File: config.mk
export PLATFORM = sky130hd
export DESIGN_NAME = kbcp_host_port
export DESIGN_NICKNAME = d
export VERILOG_FILES = /design/src/verilog/kbcp_pkg.sv /design/src/verilog/kbcp_sync.sv /design/src/verilog/kbcp_pin_drv.sv /design/src/verilog/kbcp_host_port.sv
export SDC_FILE = /design/constraint.sdc
export NUM_CORES = 1
export LEC_CHECK = 0
export ABC_CLOCK_PERIOD_IN_PS = 1520
export BUFFER_PORTS_ARGS = -buffer_cell sky130_fd_sc_hd__buf_2
export CAP_MARGIN = 20
export CORE_MARGIN = 2
export CORE_UTILIZATION = 35
export CTS_CLUSTER_DIAMETER = 150
export DETAILED_ROUTE_END_ITERATION = 10
export GPL_ROUTABILITY_DRIVEN = 0
export PLACE_DENSITY = 0.57
export RECOVER_POWER = 100
export SLEW_MARGIN = 20
export SYNTH_ARGS = -nofsm -noshare
export SYNTH_HDL_FRONTEND = slang
export SYNTH_HIERARCHICAL = 1
export SYNTH_SLANG_ARGS = --single-unit
File: constraint.sdc
create_clock -name i_ref_clk -period 1.52 [get_ports i_ref_clk]
set_clock_uncertainty 0.05 [all_clocks]
set_input_delay 0.076 -clock i_ref_clk [delete_from_list [all_inputs] [get_ports i_ref_clk]]
set_output_delay 0.076 -clock i_ref_clk [all_outputs]
set_load 0.02 [all_outputs]
File: src/verilog/kbcp_pkg.sv
`default_nettype none
package kbcp_pkg;
  localparam logic [7:0] KBCP_ADDR_DATA = 8'h60;
  localparam logic [7:0] KBCP_ADDR_CMD = 8'h64;
  localparam int KBCP_ADDR_TWO_BIT = 2;
  localparam int KBCP_ST_OBF = 0;
  localparam int KBCP_ST_IBF = 1;
  localparam int KBCP_ST_CD = 3;
  localparam logic [7:0] KBCP_STATUS_RESET = 8'h00;
  localparam logic [7:0] KBCP_UD_MASK = 8'hf4;
  // port 2 bit positions
  localparam int KBCP_P2_A20 = 1;
  localparam int KBCP_P2_MOUSE_DATA_PIN = 2;
  localparam int KBCP_P2_MCLK = 3;
  localparam int KBCP_P2_KBD_IRQ_OUT = 4;
  localparam int KBCP_P2_AIRQ = 5;
  localparam int KBCP_P2_KEYBOARD_CLOCK_PIN = 6;
  localparam int KBCP_P2_KEYBOARD_DATA_PIN = 7;
  localparam logic [7:0] KBCP_P2_RESET = 8'h00;
  // push-pull high-drive pulse
  localparam int KBCP_CLK_NS = 50;
  localparam int KBCP_PULLUP_DRIVE_NS = 500;
  localparam int KBCP_PULLUP_CYCLES_I = KBCP_PULLUP_DRIVE_NS / KBCP_CLK_NS;
  localparam logic [3:0] KBCP_PULLUP_CYCLES = KBCP_PULLUP_CYCLES_I[3:0];
  typedef enum {KBCP_RUN, KBCP_HALT, KBCP_STOP} kbcp_pwr_e;
endpackage : kbcp_pkg
`default_nettype wire

File: src/verilog/kbcp_sync.sv
`default_nettype none
module kbcp_sync (
  input wire logic i_ref_clk, // clock
  input wire logic i_reset, // sync reset
  input wire logic i_async, // pin level
  output logic o_sync // synchronised level
);
  logic stage1;
  always_ff @(posedge i_ref_clk) begin
    if (i_reset) begin
      stage1 <= 1'b1;
      o_sync <= 1'b1;
    end else begin
      stage1 <= i_async;
      o_sync <= stage1;
    end
  end
endmodule : kbcp_sync
`default_nettype wire

File: src/verilog/kbcp_pin_drv.sv
`default_nettype none
module kbcp_pin_drv
  import kbcp_pkg::*;
(
  input wire logic i_ref_clk, // clock
  input wire logic i_reset, // sync reset
  input wire logic i_level, // wanted pin level
  input wire logic i_open_drain, // 1 open drain, 0 push-pull
  output logic o_pin_out, // pin output value
  output logic o_pin_oe // pin output enable
);
  logic [3:0] high_cnt;
  logic prev_level;
  wire rise = i_level && !prev_level;
  always_ff @(posedge i_ref_clk) begin
    if (i_reset) begin
      prev_level <= 1'b0;
      high_cnt <= 4'h0;
    end else begin
      prev_level <= i_level;
      if (!i_level || i_open_drain) begin
        high_cnt <= 4'h0;
      end else if (rise) begin
        high_cnt <= KBCP_PULLUP_CYCLES;
      end else if (high_cnt != 4'h0) begin
        high_cnt <= high_cnt - 4'h1;
      end
    end
  end
  // low drives; high drives briefly only in push-pull
  assign o_pin_out = i_level;
  assign o_pin_oe = !i_level || (!i_open_drain && (rise || high_cnt != 4'h0));
endmodule : kbcp_pin_drv
`default_nettype wire

File: src/verilog/kbcp_host_port.sv
// What this block does
// - data write stores byte, clears C/D, sets IN_BUF_FULL
// - command write stores byte, sets C/D, IN_BUF_FULL
// - gated: data read clears OUT_BUF_FULL and kbd irq
// - status read changes no buffer
// - core output write sets OUT_BUF_FULL
// - C/D bit follows host address line two
// - gated kbd irq is OUT_BUF_FULL and port bit
// - ungated kbd irq follows port bit
// - kbd irq zero after reset
// - gated aux irq is inverted IN_BUF_FULL and port bit
// - ungated aux irq follows port bit
// - port bit drives gate A20 output
// - push-pull high drive released after eleven clocks
// - open drain never drives high
// - controller pins cannot become inputs/inverted
// - kbd pins inverted, read back on inputs
// - mouse pins inverted, read back on inputs
// - halt stops core until reset/host write
// - halt exit: call interrupt if enabled
// - stop disables oscillator until reset/host write
// - core input read clears IN_BUF_FULL
// - status cleared on reset
`default_nettype none
module kbcp_host_port
  import kbcp_pkg::*;
(
  input wire logic i_ref_clk, // 20 MHz controller clock
  input wire logic i_reset, // sync reset, active high
  input wire logic [7:0] i_host_addr, // host I/O address
  input wire logic i_host_wr, // host write strobe, one cycle
  input wire logic i_host_rd, // host read strobe, one cycle
  input wire logic [7:0] i_host_wdata, // host write data
  output logic [7:0] o_host_rdata, // host read data, registered
  output logic o_host_rvalid, // read data valid pulse
  input wire logic i_core_out_wr, // core writes output buffer
  input wire logic [7:0] i_core_out_data, // core output byte
  input wire logic i_core_in_rd, // core reads input buffer
  output logic [7:0] o_core_input_buffer, // input buffer byte
  input wire logic i_core_status_wr, // core writes status ud bits
  input wire logic [7:0] i_core_status_data, // new ud bits
  input wire logic i_en_flags, // enable-flags executed
  input wire logic i_port2_wr, // core writes port 2
  input wire logic [7:0] i_port2_data, // port 2 value
  input wire logic i_open_drain, // pin mode, 1 open drain
  input wire logic i_gp_input_cfg, // gp config: make pins inputs
  input wire logic i_gp_invert_cfg, // gp config: invert pins
  input wire logic i_halt, // core executes halt
  input wire logic i_stop, // core executes stop
  input wire logic i_ibf_int_en, // core input interrupt enabled
  output logic o_alu_clk_en, // arithmetic unit clock enable
  output logic o_osc_en, // oscillator enable
  output logic o_wake_call_int, // wake pulse: call interrupt routine
  output logic o_wake_next, // wake pulse: next instruction
  output logic [7:0] o_status, // status byte to core
  output logic [7:0] o_port2, // port 2 latch
  output logic o_kbd_irq_out, // keyboard interrupt
  output logic o_aux_irq_out, // auxiliary interrupt
  output logic o_core_ibf_irq, // core input interrupt
  output logic o_gate_a20, // gate A20 output
  input wire logic i_keyboard_clock_pin, // pin level in
  output logic o_keyboard_clock_pin_out, // pin value
  output logic o_keyboard_clock_pin_oe, // pin enable
  input wire logic i_keyboard_data_pin, // pin level in
  output logic o_keyboard_data_pin_out, // pin value
  output logic o_keyboard_data_pin_oe, // pin enable
  input wire logic i_mouse_clock_pin, // pin level in
  output logic o_mouse_clock_pin_out, // pin value
  output logic o_mouse_clock_pin_oe, // pin enable
  input wire logic i_mouse_data_pin, // pin level in
  output logic o_mouse_data_pin_out, // pin value
  output logic o_mouse_data_pin_oe, // pin enable
  output logic o_test_in_kbd_clk, // test input 0
  output logic o_test_in_mouse_clk, // test input 1
  output logic o_port_in_kbd_dat, // port 1 bit 0
  output logic o_port_in_mouse_dat // port 1 bit 1
);
  import kbcp_pkg::*;

  logic [7:0] in_buf;
  logic [7:0] out_buf;
  logic [7:0] status;
  logic [7:0] port2;
  kbcp_pwr_e pwr_state;
  kbcp_pwr_e next_pwr_state;

  wire sel_data = (i_host_addr == KBCP_ADDR_DATA);
  wire sel_cmd = (i_host_addr == KBCP_ADDR_CMD);
  wire host_buf_wr = i_host_wr && (sel_data || sel_cmd);
  wire host_data_rd = i_host_rd && sel_data;
  wire host_status_rd = i_host_rd && sel_cmd;
  wire host_addr_line_two = i_host_addr[KBCP_ADDR_TWO_BIT];
  wire out_buf_full = status[KBCP_ST_OBF];
  wire in_buf_full = status[KBCP_ST_IBF];
  wire clear_obf = host_data_rd && i_en_flags;

  // status: set beats clear for both flags
  logic [7:0] next_status;
  always_comb begin
    next_status = status;
    if (i_core_status_wr) begin
      next_status = (status & ~KBCP_UD_MASK) | (i_core_status_data & KBCP_UD_MASK);
    end
    if (i_core_in_rd) begin
      next_status[KBCP_ST_IBF] = 1'b0;
    end
    if (clear_obf) begin
      next_status[KBCP_ST_OBF] = 1'b0;
    end
    if (i_core_out_wr) begin
      next_status[KBCP_ST_OBF] = 1'b1;
    end
    if (host_buf_wr) begin
      next_status[KBCP_ST_IBF] = 1'b1;
      next_status[KBCP_ST_CD] = host_addr_line_two;
    end
  end

  always_ff @(posedge i_ref_clk) begin
    if (i_reset) begin
      status <= KBCP_STATUS_RESET;
      port2 <= KBCP_P2_RESET;
      in_buf <= 8'h00;
      out_buf <= 8'h00;
    end else begin
      status <= next_status;
      if (host_buf_wr) begin
        in_buf <= i_host_wdata;
      end
      if (i_core_out_wr) begin
        out_buf <= i_core_out_data;
      end
      if (i_port2_wr) begin
        port2 <= i_port2_data;
      end
    end
  end

  // host read data; status read touches no buffer
  always_ff @(posedge i_ref_clk) begin
    if (i_reset) begin
      o_host_rdata <= 8'h00;
      o_host_rvalid <= 1'b0;
    end else begin
      o_host_rvalid <= host_data_rd || host_status_rd;
      if (host_data_rd) begin
        o_host_rdata <= out_buf;
      end else if (host_status_rd) begin
        o_host_rdata <= status;
      end
    end
  end

  // interrupts
  wire kbd_irq_gated = port2[KBCP_P2_KBD_IRQ_OUT] && out_buf_full;
  wire aux_irq_gated = port2[KBCP_P2_AIRQ] && !in_buf_full;
  assign o_kbd_irq_out = i_en_flags ? kbd_irq_gated : port2[KBCP_P2_KBD_IRQ_OUT];
  assign o_aux_irq_out = i_en_flags ? aux_irq_gated : port2[KBCP_P2_AIRQ];
  assign o_core_ibf_irq = in_buf_full && i_ibf_int_en;
  assign o_gate_a20 = port2[KBCP_P2_A20];
  assign o_status = status;
  assign o_port2 = port2;
  assign o_core_input_buffer = in_buf;

  // power modes
  wire wake = host_buf_wr;
  always_comb begin
    next_pwr_state = pwr_state;
    case (pwr_state)
      KBCP_RUN: begin
        if (i_stop) begin
          next_pwr_state = KBCP_STOP;
        end else if (i_halt) begin
          next_pwr_state = KBCP_HALT;
        end
      end
      KBCP_HALT, KBCP_STOP: begin
        if (wake) begin
          next_pwr_state = KBCP_RUN;
        end
      end
      default: next_pwr_state = KBCP_RUN;
    endcase
  end

  always_ff @(posedge i_ref_clk) begin
    if (i_reset) begin
      pwr_state <= KBCP_RUN;
      o_wake_call_int <= 1'b0;
      o_wake_next <= 1'b0;
    end else begin
      pwr_state <= next_pwr_state;
      o_wake_call_int <= (pwr_state != KBCP_RUN) && wake && i_ibf_int_en;
      o_wake_next <= (pwr_state != KBCP_RUN) && wake && !i_ibf_int_en;
    end
  end
  assign o_alu_clk_en = (pwr_state == KBCP_RUN);
  assign o_osc_en = (pwr_state != KBCP_STOP);

  // pins: port bits inverted, gp config ignored
  logic unused_gp;
  assign unused_gp = i_gp_input_cfg ^ i_gp_invert_cfg;
  wire [3:0] pin_level = ~{port2[KBCP_P2_KEYBOARD_CLOCK_PIN], port2[KBCP_P2_KEYBOARD_DATA_PIN],
                           port2[KBCP_P2_MCLK], port2[KBCP_P2_MOUSE_DATA_PIN]};
  wire [3:0] pin_in = {i_keyboard_clock_pin, i_keyboard_data_pin,
                       i_mouse_clock_pin, i_mouse_data_pin};
  logic [3:0] pin_out;
  logic [3:0] pin_oe;
  logic [3:0] pin_sync;
  genvar g;
  for (g = 0; g < 4; g++) begin : g_pin
    kbcp_pin_drv u_drv (
      .i_ref_clk(i_ref_clk),
      .i_reset(i_reset),
      .i_level(pin_level[g]),
      .i_open_drain(i_open_drain),
      .o_pin_out(pin_out[g]),
      .o_pin_oe(pin_oe[g])
    );
    kbcp_sync u_sync (
      .i_ref_clk(i_ref_clk),
      .i_reset(i_reset),
      .i_async(pin_in[g]),
      .o_sync(pin_sync[g])
    );
  end
  assign {o_keyboard_clock_pin_out, o_keyboard_data_pin_out,
          o_mouse_clock_pin_out, o_mouse_data_pin_out} = pin_out;
  assign {o_keyboard_clock_pin_oe, o_keyboard_data_pin_oe,
          o_mouse_clock_pin_oe, o_mouse_data_pin_oe} = pin_oe;
  assign o_test_in_kbd_clk = pin_sync[3];
  assign o_port_in_kbd_dat = pin_sync[2];
  assign o_test_in_mouse_clk = pin_sync[1];
  assign o_port_in_mouse_dat = pin_sync[0];
endmodule : kbcp_host_port
`default_nettype wire

==> impl_metrics.env <==
export IMPL_outcome="finished, final reports clean"
export IMPL_syn_num_nets=365
export IMPL_hp_start="i_halt"
export IMPL_max_cap_viol_count=0
export IMPL_crit_fanout=5
export IMPL_die_area_um2=9385
export IMPL_rr_startpoint="pwr_state[0]$_SDFFE_PP0P_"
export IMPL_insertion_delay_ns=0.35
export IMPL_synth_most_common_cell="dfxtp_1"
export IMPL_initialDrtViolationCount=68
export IMPL_synth_cell_area_um2=3019
export IMPL_max_freq_mhz=700.2
export IMPL_die_height_um=96.88
export IMPL_worstSetupStartpointType="flop"
export IMPL_initial_utilization=0.3638
export IMPL_routed_wl_um=6933
export IMPL_endpoint_kind="output port"
export IMPL_synth_area_leaders="dfxtp_1, mux2i_1, nor2_1"
export IMPL_die_w_um=96.88
export IMPL_avgSynthCellArea_um2=9.931
export IMPL_gr_total_overflow=0
export IMPL_drive_above_1_share=0.2027
export IMPL_ys_warn_count=6
export IMPL_cts_tree="yes"
export IMPL_hp_class="input port to flop"
export IMPL_total_power_mw=4.297
export IMPL_wire_per_inst_um=12.51
export IMPL_port_buffers=106
export IMPL_fill_cells=804
export IMPL_clk_pin_slew_ns=0.08
export IMPL_tightestPinTransition_ns=0.9770
export IMPL_grt_pass1_wl_um=11160
export IMPL_path_class="flop to output port"
export IMPL_holdPathStages=4
export IMPL_worstHoldEndpoint="pwr_state[0]$_SDFFE_PP0P_"
export IMPL_slew_headroom=0.3487
export IMPL_cts_resized=0
export IMPL_grt_usage=0.1459
export IMPL_root_buffer="clkbuf_8"
export IMPL_finalCriticalPeriod_ns=1.428
export IMPL_via_count=2511
export IMPL_core_area_um2=8299
export IMPL_viasPerCell=4.532
export IMPL_h_tree_depth=3
export IMPL_r2r_slack_ns=0.25
export IMPL_rsz0062_at_grt="false"
export IMPL_yosysTopAreaCellShare=0.4840
export IMPL_r2r_cells=6
export IMPL_antenna_left=0
export IMPL_synth_ff_type="dfxtp_1"
export IMPL_slew_violations=0
export IMPL_cts_buffers_inserted=9
export IMPL_dp_hpwl_um=4703
export IMPL_area_growth_syn_to_layout_pct=33.65
export IMPL_peakVddDrop_uv=588.2
export IMPL_synth_commonest_cells="dfxtp_1, nor2_1, mux2i_1"
export IMPL_grt_pass1_vias=2350
export IMPL_setup_ws_ns=0.09189
export IMPL_r2r_end="pwr_state[0]$_SDFFE_PP0P_"
export IMPL_pin_count=112
export IMPL_hold_viol_final=0
export IMPL_cts_sinks=73
export IMPL_fin_setup_tns_ns=0
export IMPL_layout_area_seq_um2=1461
export IMPL_ys_types=39
export IMPL_antenna_found_initial=0
export IMPL_final_nets=506
export IMPL_yosysTopAreaCell="dfxtp_1"
export IMPL_worstPathRequired_ns=1.39
export IMPL_fin_crit_sh=0.9395
export IMPL_leakagePower_nw=1.751
export IMPL_synth_edff_count=0
export IMPL_drc=0
export IMPL_powerDensity_nw_per_um2=1065
export IMPL_multi_input_area_um2=1333
export IMPL_dr_pass1_iters=4
export IMPL_synthArstFlopShare=0
export IMPL_dp_slack_ns=0.2730
export IMPL_n_antenna_cell=0
export IMPL_setup_viol=0
export IMPL_cp_startpoint="g_pin[3].u_drv/high_cnt[1]$_SDFFE_PP0P_"
export IMPL_ys_seq_area_frac=0.4840
export IMPL_grt_max_degree=24
export IMPL_syn_inst=304
export IMPL_row_count=33
export IMPL_cp_arrival_ns=1.30
export IMPL_postCtsSetupBuffers=0
export IMPL_clockBufferDepth=2
export IMPL_ys_seq_elements=73
==> where the power goes <==
| group | total [mW] | switching [mW] | internal, mW |
|---|---|---|---|
| Combinational | 0.583 | 0.307 | 0.275 |
| Clock | 1.67 | 0.713 | 0.957 |
| Sequential | 2.04 | 0.0554 | 1.99 |
| Total | 4.30 | 1.08 | 3.22 |
==> how the worst max path moves through the flow <==
| stage | cells after the start | slack (ns) | to |
|---|---|---|---|
| global placement | 4 | 0.29 | pwr_state[1]$_SDFFE_PP0P_ |
| floorplan | 6 | 0.16 | pwr_state[0]$_SDFFE_PP0P_ |
| finish | 4 | 0.09 | o_keyboard_clock_pin_oe |
| detailed placement | 4 | 0.27 | pwr_state[1]$_SDFFE_PP0P_ |
| global route | 4 | 0.02 | o_keyboard_data_pin_oe |
| CTS | 4 | 0.06 | o_keyboard_data_pin_oe |
==> sequential cells by signal, indices dropped and copies added (netlist names) <==
signal	count
o_wake_call_int	1
o_port2	8
o_host_rvalid	1
g_pin.u_drv/prev_level	4
g_pin.u_sync/stage1	4
pwr_state	2
o_wake_next	1
g_pin.u_drv/high_cnt	16
o_status	8
g_pin.u_sync/o_sync	4
out_buf	8
o_core_input_buffer	8
o_host_rdata	8
==> layout make-up <==
cell class,instances,share of cell area
Sequential cell,73,0.3622
Multi-Input combinational cell,205,0.3302
Timing Repair Buffer,147,0.2127
Clock buffer,10,0.03411
Tap cell,105,0.03256
Clock inverter,5,0.01984
Inverter,9,0.008372
==> routing by layer <==
metal / GRT usage / up-vias / routed length [um]
met4: 0.05309 / 0 / 103
met2: 0.2382 / 57 / 3271
met3: 0.04769 / 9 / 323
met5: 0 / - / 0
li1: - / 1310 / -
met1: 0.1798 / 1135 / 3235
==> worst max-delay path, stage by stage, from the launching register on <==
cell      delay, ns
dfxtp_1        0.41
nor2_2         0.06
and3_1         0.19
o21ai_2        0.11
clkbuf_2       0.18
==> metrics by stage <==
stage	hold WS, ns	std cells	utilization	cell area (um2)
final	0.02251	554	0.4862	4035
after global routing	0.04555	554	0.4862	4035
after CTS	0.001193	554	0.5055	4195
after detailed placement	0.2110	503	0.4359	3617
after global placement	0.2069	503	0.4359	3617
after floorplan	0.1047	304	-	3019
==> what timing repair did <==
action / CTS / global route
hold buffers: 36 / 0
endpoints found under the hold margin: 37 / 0
endpoints found under the setup margin: 0 / 0
==> cell usage in the layout (no fill, tap or decap), types with 4 or more instances in the layout <==
cell type / synthesis / routed
mux2i_1: 38 / 38
clkbuf_8: 0 / 10
dlygate4sd3_1: 0 / 36
nand3b_1: 4 / 4
inv_1: 9 / 9
clkbuf_1: 3 / 50
nor2_1: 44 / 44
nand2b_1: 5 / 5
o21ai_0: 17 / 17
a31oi_1: 5 / 5
buf_2: 3 / 54
or2b_1: 4 / 4
o31ai_1: 4 / 4
nand2_1: 12 / 12
and2b_1: 0 / 4
o21ai_2: 4 / 4
nand3b_2: 0 / 4
and3_1: 5 / 6
dfxtp_1: 73 / 73
nor2b_1: 8 / 8
nor3_1: 4 / 8
clkbuf_2: 0 / 5
or2_1: 8 / 8
a21oi_1: 10 / 10
nor2_2: 4 / 4
==> cell families after synthesis <==
kind of cell / count (synthesis) / synth area share
multiplexers: 38 / 0.1260
buffers and inverters: 26 / 0.04475
flip-flops: 73 / 0.4840
AO/OA/AOI/OAI: 46 / 0.09449
adder cells (fa/ha/maj): 2 / 0.008287
AND/OR/NAND/NOR: 119 / 0.2424
(Power assumes the default switching activity.)
